**src/include/mms_defines.svh**
```systemverilog
// Constants for the memory space map block: address ranges, widths, reset values.
// Assumes inclusion by bare name from the include path.
`ifndef MMS_DEFINES_SVH
`define MMS_DEFINES_SVH
`define MMS_PC_W 12
`define MMS_PC_RST 12'h000
`define MMS_STACK_DEPTH 6
`define MMS_DADDR_W 8
`define MMS_WIN_LO 8'h40
`define MMS_WIN_HI 8'h7F
`define MMS_WIN_OFS_W 6
`define MMS_WSEL_ADDR 8'hC9
`define MMS_WSEL_RST 6'h00
`define MMS_RAM_LO 8'h00
`define MMS_RAM_HI 8'h3F
`define MMS_REG_LO 8'h80
`define MMS_REG_HI 8'hFF
`define MMS_BYTE_ZERO 8'h00
`define MMS_PORT_W 12
`define MMS_PORT_RST 12'h000
`define MMS_VPP_HIGH 1'b1
`endif

```
**src/include/mms_pkg.sv**
```systemverilog
// Types for the memory space map block.
// Assumes mms_defines.svh is on the include path.
`default_nettype none
`include "mms_defines.svh"
package mms_pkg;
	typedef enum logic [1:0] {MMS_IDLE, MMS_NORMAL, MMS_PROGRAM} mms_mode_t;
	typedef logic [`MMS_PC_W-1:0] mms_addr_t;
	typedef logic [`MMS_DADDR_W-1:0] mms_byte_t;
endpackage : mms_pkg
`default_nettype wire

```
**src/rtl/mms_core.sv**
```systemverilog
// Memory space map: program counter, return stack, data ROM window, pin sensing.
// Assumes a program memory with one-cycle registered read, pins arrive asynchronous.
`default_nettype none
`include "mms_defines.svh"
module mms_core #(
	parameter int STACK_DEPTH = `MMS_STACK_DEPTH
) (
	// Clock and control
	input wire logic clk_in,
	input wire logic sys_rst_in,
	input wire logic clk_en_in,
	// Pins
	input wire logic reset_pin_n_in,
	input wire logic nmi_pin_n_in,
	input wire logic vpp_high_in,
	// Core program flow
	input wire logic pc_load_in,
	input wire mms_pkg::mms_addr_t pc_load_val_in,
	input wire logic pc_inc_in,
	input wire logic call_in,
	input wire logic ret_in,
	output logic [`MMS_PC_W-1:0] program_counter_out,
	output logic stack_full_out,
	output logic stack_empty_out,
	// Data space access
	input wire logic data_wr_in,
	input wire logic data_rd_in,
	input wire mms_pkg::mms_byte_t data_addr_in,
	input wire mms_pkg::mms_byte_t data_wdata_in,
	output logic win_hit_out,
	output logic ram_sel_out,
	output logic reg_sel_out,
	// Program memory port
	output logic [`MMS_PC_W-1:0] pmem_addr_out,
	input wire mms_pkg::mms_byte_t pmem_rdata_in,
	output logic [`MMS_DADDR_W-1:0] win_rdata_out,
	// External readout and erase
	input wire logic ext_rd_in,
	input wire mms_pkg::mms_addr_t ext_addr_in,
	output logic ext_rd_ok_out,
	output logic [`MMS_DADDR_W-1:0] ext_rdata_out,
	input wire logic protect_set_in,
	input wire logic full_erase_in,
	output logic erase_all_out,
	output logic protected_out,
	// Events and modes
	output logic nmi_out,
	output logic core_reset_out,
	output logic prog_mode_out,
	// Ports
	output logic [`MMS_PORT_W-1:0] port_is_input_out,
	output logic [`MMS_PORT_W-1:0] port_pullup_out
);
	import mms_pkg::*;

	// The stack pointer is four bits wide, so deeper stacks cannot be counted
	if (STACK_DEPTH < 1 || STACK_DEPTH > 15) begin : g_depth_check
		$error("STACK_DEPTH out of range");
	end

	typedef struct packed {
		logic [2:0] rst_sync;
		logic [2:0] nmi_sync;
		logic [1:0] vpp_sync;
		mms_mode_t mode;
		mms_addr_t pc;
		logic [STACK_DEPTH-1:0][`MMS_PC_W-1:0] stk;
		logic [3:0] sp;
		logic [`MMS_WIN_OFS_W-1:0] wsel;
		logic protect;
		logic nmi;
		logic win_pend;
		logic ext_pend;
		mms_byte_t win_data;
		mms_byte_t ext_data;
		logic ext_ok;
		logic erase;
	} mms_state_t;

	mms_state_t st_r;
	mms_state_t st_nxt;
	logic pin_rst;
	logic win_rd;
	logic ext_allow;

	// Reset reads only the second stage, nmi the second and third; the first is metastability guard
	assign pin_rst = ~st_r.rst_sync[1];
	assign win_rd = data_rd_in && data_addr_in >= `MMS_WIN_LO && data_addr_in <= `MMS_WIN_HI;
	assign ext_allow = ext_rd_in && !st_r.protect;

	always_comb begin
		st_nxt = st_r;
		st_nxt.rst_sync = {st_r.rst_sync[1:0], reset_pin_n_in};
		st_nxt.nmi_sync = {st_r.nmi_sync[1:0], nmi_pin_n_in};
		st_nxt.vpp_sync = {st_r.vpp_sync[0], vpp_high_in};
		st_nxt.nmi = st_r.nmi_sync[2] && !st_r.nmi_sync[1];
		st_nxt.win_pend = 1'b0;
		st_nxt.ext_pend = 1'b0;
		st_nxt.erase = 1'b0;
		// Readout data shows only in the cycle after capture; refused or stale bytes read as zero
		st_nxt.ext_data = `MMS_BYTE_ZERO;
		if (pin_rst) begin
			// Pin reset overrides every other request; only sys_rst_in or a low clk_en_in can hold it off
			st_nxt.pc = `MMS_PC_RST;
			st_nxt.sp = '0;
			st_nxt.nmi = 1'b0;
			st_nxt.mode = (st_r.vpp_sync[1] == `MMS_VPP_HIGH) ? MMS_PROGRAM : MMS_IDLE;
		end else begin
			if (st_r.mode == MMS_IDLE) st_nxt.mode = MMS_NORMAL;
			if (call_in && st_r.sp < 4'(STACK_DEPTH)) begin
				st_nxt.stk[st_r.sp] = st_r.pc + 12'h001;
				st_nxt.sp = st_r.sp + 4'h1;
			end else if (ret_in && st_r.sp != 4'h0) begin
				st_nxt.sp = st_r.sp - 4'h1;
			end
			if (ret_in && !call_in && st_r.sp != 4'h0) st_nxt.pc = st_r.stk[st_r.sp - 4'h1];
			else if (pc_load_in) st_nxt.pc = pc_load_val_in;
			else if (pc_inc_in) st_nxt.pc = st_r.pc + 12'h001;
			if (data_wr_in && data_addr_in == `MMS_WSEL_ADDR) begin
				st_nxt.wsel = data_wdata_in[`MMS_WIN_OFS_W-1:0];
			end
			st_nxt.win_pend = win_rd;
			st_nxt.ext_pend = ext_allow;
			st_nxt.ext_ok = ext_allow;
			if (st_r.win_pend) st_nxt.win_data = pmem_rdata_in;
			if (st_r.ext_pend) st_nxt.ext_data = pmem_rdata_in;
			if (full_erase_in) begin
				st_nxt.protect = 1'b0;
				st_nxt.erase = 1'b1;
			end
			// A same-cycle set wins, so a racing erase never leaves the part open
			if (protect_set_in) st_nxt.protect = 1'b1;
		end
	end

	always_ff @(posedge clk_in) begin
		if (sys_rst_in) begin
			st_r <= '0;
			st_r.rst_sync <= 3'b111;
			st_r.nmi_sync <= 3'b111;
			st_r.mode <= MMS_IDLE;
			st_r.wsel <= `MMS_WSEL_RST;
			st_r.protect <= 1'b1;
		end else if (clk_en_in) begin
			st_r <= st_nxt;
		end
	end

	// Window reads take the memory port ahead of fetch and external readout
	always_comb begin
		if (win_rd) pmem_addr_out = {st_r.wsel, data_addr_in[`MMS_WIN_OFS_W-1:0]};
		else if (ext_allow) pmem_addr_out = ext_addr_in;
		else pmem_addr_out = st_r.pc;
	end

	assign program_counter_out = st_r.pc;
	assign stack_full_out = st_r.sp == 4'(STACK_DEPTH);
	assign stack_empty_out = st_r.sp == 4'h0;
	assign win_hit_out = win_rd;
	assign ram_sel_out = data_addr_in <= `MMS_RAM_HI;
	assign reg_sel_out = data_addr_in >= `MMS_REG_LO;
	assign win_rdata_out = st_r.win_data;
	assign ext_rd_ok_out = st_r.ext_ok;
	assign ext_rdata_out = st_r.ext_data;
	assign erase_all_out = st_r.erase;
	assign protected_out = st_r.protect;
	assign nmi_out = st_r.nmi;
	assign core_reset_out = pin_rst || st_r.mode == MMS_IDLE;
	assign prog_mode_out = st_r.mode == MMS_PROGRAM;
	// Ports sit as input with pull-up until later port logic takes over
	assign port_is_input_out = ~`MMS_PORT_RST;
	assign port_pullup_out = ~`MMS_PORT_RST;

	a_nmi_edge: assert property (@(posedge clk_in) disable iff (sys_rst_in)
		clk_en_in && !pin_rst && st_r.nmi_sync[2] && !st_r.nmi_sync[1] |=> nmi_out)
		else $error("nmi not raised on falling edge");
	a_reset_pc: assert property (@(posedge clk_in) disable iff (sys_rst_in)
		clk_en_in && pin_rst |=> program_counter_out == `MMS_PC_RST && stack_empty_out)
		else $error("pin reset did not clear pc");
	a_win_addr: assert property (@(posedge clk_in) disable iff (sys_rst_in)
		win_rd |-> pmem_addr_out[`MMS_WIN_OFS_W-1:0] == data_addr_in[`MMS_WIN_OFS_W-1:0])
		else $error("window offset wrong");
	a_win_range: assert property (@(posedge clk_in) disable iff (sys_rst_in)
		data_rd_in && data_addr_in == `MMS_REG_LO |-> !win_hit_out)
		else $error("window hit outside range");
	a_protect_block: assert property (@(posedge clk_in) disable iff (sys_rst_in)
		clk_en_in && ext_rd_in && protected_out && !pin_rst |=> !ext_rd_ok_out)
		else $error("protected readout allowed");
	a_erase_clear: assert property (@(posedge clk_in) disable iff (sys_rst_in)
		$fell(protected_out) |-> erase_all_out)
		else $error("protection cleared without erase");
	a_stack_bound: assert property (@(posedge clk_in) disable iff (sys_rst_in)
		st_r.sp <= 4'(STACK_DEPTH))
		else $error("stack overflow");
	a_wsel_write: assert property (@(posedge clk_in) disable iff (sys_rst_in)
		clk_en_in && !pin_rst && data_wr_in && data_addr_in == `MMS_WSEL_ADDR
		|=> st_r.wsel == $past(data_wdata_in[`MMS_WIN_OFS_W-1:0]))
		else $error("window select not written");
	a_pc_inc: assert property (@(posedge clk_in) disable iff (sys_rst_in)
		clk_en_in && !pin_rst && pc_inc_in && !pc_load_in && !ret_in |=>
		program_counter_out == $past(program_counter_out) + 12'h001)
		else $error("pc did not increment");
	a_prog_mode: assert property (@(posedge clk_in) disable iff (sys_rst_in)
		clk_en_in && pin_rst && st_r.vpp_sync[1] |=> prog_mode_out)
		else $error("programming mode not entered");
endmodule : mms_core
`default_nettype wire

```
**config.mk**
```make
export PLATFORM = sky130hd
export DESIGN_NAME = mms_core
export DESIGN_NICKNAME = d
export VERILOG_FILES = /design/src/include/mms_pkg.sv /design/src/rtl/mms_core.sv
export VERILOG_INCLUDE_DIRS = /design/src /design/src/include
export SDC_FILE = /design/constraint.sdc
export NUM_CORES = 1
export LEC_CHECK = 0
export ABC_AREA = 1
export BUFFER_PORTS_ARGS = -buffer_cell sky130_fd_sc_hd__buf_2
export CAP_MARGIN = 20
export CORE_MARGIN = 2
export CORE_UTILIZATION = 40
export CTS_CLUSTER_SIZE = 20
export DETAILED_ROUTE_END_ITERATION = 10
export PLACE_DENSITY_LB_ADDON = 0.08
export SYNTH_ARGS = -nofsm -noshare
export SYNTH_HDL_FRONTEND = slang
export SYNTH_SLANG_ARGS = --single-unit
```
**constraint.sdc**
```tcl
create_clock -name clk_in -period 4.6 [get_ports clk_in]
set_input_delay 0.92 -clock clk_in [delete_from_list [all_inputs] [get_ports clk_in]]
set_output_delay 0.92 -clock clk_in [all_outputs]
set_load 0.05 [all_outputs]
```
==> impl_summary.md <==
Timing
The final period demand of the worst path is roughly 3.2 ns. At the pin with the least slew margin, the transition time is approximately 0.8 ns. The maximum clock rate is 308 MHz. Dividing the final minimum period by the clock period gives around 70%. Adding up every negative setup slack in the final design gives 0 ns. The number of hold violations in the final report is 0. For the final database, setup skew stands at about 0.010 ns. The headroom to the max-slew limit is around 47%.

Setup repair after global routing left no endpoint under its margin. The max-slew violation total from the final report is 0. The final-report setup violation count is 0.

Floorplan
The I/O pin count is roughly 140. The chip height is approximately 130 um. For this configuration, the core starts out at a cell density of between 40% and 50%. In this run the core area contains 46 standard-cell rows. The core region is 16000 um^2. The die width is around 130 um.

The floorplan step defined a die boundary enclosing ~18000 um^2.

Clock tree
The total number of clock tree sinks is roughly 130. The number of setup buffers added after CTS is 0. CTS placed an instance of clkbuf_16 at the clock tree root. The later-pin clock latency in the skew report is approximately 0.42 ns. The number of hold buffers added after cts is 0. The clock slew at the register clock pins of the worst setup and hold paths is 0.06 ns. The number of buffers between clock root and the deepest sink is 2. TritonCTS created 17 clock buffers. After clock tree synthesis, the repair step resized 0 gates. TritonCTS built the clock tree.

CTS built an H-tree with a depth of 4.

Setup path
The type of element launching the critical path is an input pin. The critical path goes through buf_2 > inv_1 > nand3_1 > o21ai_0 > buf_2. The worst setup path is captured at an output pin. The required time of the critical path is approximately 3.7 ns. In this design, the stage delay of the slowest critical-path cell is 0.52 ns. The timing startpoint of the critical path is data_addr_in[7]. Data on the critical path arrives at its endpoint at roughly 2.3 ns. The kind of cell with the highest combined delay along the critical path is simple AND/OR/NAND/NOR gates. The cell repeated most along the worst path is buf_2.

The critical register-to-register path startpoint is st_r[29]$_SDFFE_PP0P_. The cell with the largest stage delay on the worst path is nand3_1. The endpoint of the most critical register-to-register path is program_counter_out[11]$_SDFFE_PP0P_. The kind of critical path is in -> out. The setup check on the worst reg-to-reg path leaves a slack of roughly 2.2 ns. The maximum fanout encountered on the critical timing path is 25. The total buffers and inverters traversed by the critical path is 3.

The worst register-to-register path has a depth of 10.

Synthesis
The count of unique library cells instantiated by Yosys is between 40 and 50. The dominant register cell in the synthesized netlist is dfxtp_1. The leading cell type by number of instances after synthesis is nand2_1.

Of the synthesized area, sequential elements account for 37.9%. The Yosys step of the flow raised 0 warnings. The proportion of netlist area held by the largest area contributor is between 30% and 40%. The synthesized design contains 125 register bits.

The largest area contributor in the netlist is dfxtp_1. The average footprint of a synthesized cell is just under 7 um^2. After technology mapping, the gate count stands at about 960. The number of enable-type register cells in the synthesized netlist is 0. Sorting the synthesized cells by how often they occur yields nand2_1 (192), dfxtp_1 (125), a21oi_1 (104). For this run, asynchronously set or reset flops after synthesis account for 0%. By area the synthesized netlist is led by dfxtp_1 (38%), nand2_1 (11%), a21oi_1 (7.9%), o21ai_0 (7.1%), buf_4 (6.5%). In this run the cell area of the synthesized design comes to between 6000 and 7000 um^2.

Hold path
For hold timing, the worst endpoint is st_r[85]$_SDFFE_PP0P_. The startpoint identified for the worst hold timing path is st_r[85]$_SDFFE_PP0P_. The worst hold-check path type is reg -> reg. The hold path depth is 2.

Layout
The share of final-layout standard cells stronger than drive strength 1 is between 10% and 20%. In the final layout, flip-flops and latches occupy 2500 um^2. The area growth from synthesis to layout is 12.5%. The count of nets after finishing is ~1100.

The multi-input combinational cells in the finished layout cover a total of 3130 um^2. Fill cells in the final layout number ~1700. The total non-filler cell area in the finished layout is roughly 7400 um^2.

The total inserted antenna cells is 0.

Detailed routing
The detailed router placed approximately 6100 vias in this run. The vias per cell is just under 5. The overall routed net length is about 18000 um. The post-route DRC violation count is 0.

The count of nets left with antenna violations once routing finished came out at 0. The pre-antenna-repair detailed-routing pass consisted of 5 iterations. The first routing iteration left 354 violations. The detailed-route wire length per cell is roughly 15 um.

Place
The detailed placement HPWL is 12400 um. The congestion estimate from routability-driven global placement came to between 0.8 and 0.9. Input and output buffers added on the ports amount to ~110.

Once placement finished, the instance area stood at 6860 um^2.

Power
IR analysis of the VDD net gives a maximum drop of just under 300 uV. For this design the static power due to leakage is around 3.3 nW. The power per standard cell area is slightly above 400 nW/um^2.

Global route
The remaining global-route overflow is 0. The aggregate global-route resource usage is between 20% and 30%. The number of antenna violations at the first check in global routing is 0.

The first global-routing pass estimated approximately 29000 um of wire. The number of global-route vias before repair is about 5400. Entering global routing, the biggest net connects 74 pins.

Run
The tool flagged a number of max-cap violations equal to 0.

Status
The flow ran to the end, and the final reports show no timing, DRC or antenna violations.
## worst reg2reg max path: cells and delay by family (launching register included)
family	cells	cell delay, ns
buffers and inverters	2	0.52
AOI/OAI and AO/OA	1	0.11
and+or+nand+nor	6	0.62
adders and majority gates	1	0.58
DFF	1	0.47
## per-stage QoR
step	setup WS [ns]	hold slack (ns)	utilization (%)	power (mW)	cells
6_report	1.35	0.447	46.4	3.01	1237
5_1_grt	1.15	0.467	46.4	3.16	1237
4_1_cts	1.33	0.446	46.4	3.04	1237
3_5_place_dp	1.34	0.437	42.9	1.76	1205
3_3_place_gp	1.33	0.435	42.9	1.76	1205
2_1_floorplan	1.26	0.424	-	1.64	978
## worst max-delay path by stage
stage,cells past startpoint,end,slack (ns)
after floorplan,4,pmem_addr_out[0],1.26
after global placement,5,pmem_addr_out[9],1.33
after detailed placement,5,pmem_addr_out[9],1.34
after CTS,5,pmem_addr_out[9],1.33
after global routing,5,pmem_addr_out[7],1.15
final,5,pmem_addr_out[9],1.35
## layer usage
metal	track usage (%)	wire (um)
met1	28.5	8730
met5	0	0
met4	4.12	138
met2	33.0	8480
met3	5.38	793
## registers in the layout (all words and copies together) (netlist names)
signal,flops
protected_out,1
st_nxt,5
program_counter_out,12
nmi_out,1
ext_rdata_out,8
win_rdata_out,8
st_r,88
ext_rd_ok_out,1
erase_all_out,1
## cells by family after synthesis
kind of cell	share of synthesized area, %
adders and majority gates	0.759
DFF	37.9
and+or+nand+nor	24.9
AOI/OAI and AO/OA	20.0
buffers and inverters	15.9
xor gates and xnor gates	0.398
other	0.0569
## power breakdown
group | internal, mW | leakage, nW | total (mW) | switching (mW)
Clock | 0.758 | 0.270 | 1.28 | 0.517
Sequential | 1.12 | 1.01 | 1.16 | 0.0357
Combinational | 0.144 | 1.99 | 0.575 | 0.431
## layout by cell type (no fill, tap or decap), types with 2 or more instances in the layout
master / instances
clkinv_1: 4
inv_1: 81
nand2_1: 192
clkinv_4: 2
o21ai_1: 12
a211oi_2: 3
clkinvlp_4: 3
nand2_4: 2
dfxtp_1: 125
inv_2: 11
clkinv_2: 4
buf_4: 6
nand3_1: 68
nor2_1: 86
o211ai_1: 11
clkbuf_16: 17
and2_1: 4
o21a_1: 4
conb_1: 24
a31oi_1: 4
a22oi_1: 8
buf_2: 111
a211oi_1: 2
o21ai_0: 94
nand3_2: 4
nor3_1: 5
nor2_4: 2
a21oi_1: 104
nand3_4: 2
nand2_2: 3
inv_6: 3
ha_1: 4
xor2_1: 2
## layout make-up
type	instances	area share [%]
timing repair buffer	117	8.09
inverter	96	4.86
multi-input combinational	651	42.2
sequential	125	33.7
tap	216	3.64
clock buffer	19	5.97
clock inverter	13	1.57
(Power assumes the default switching activity.)
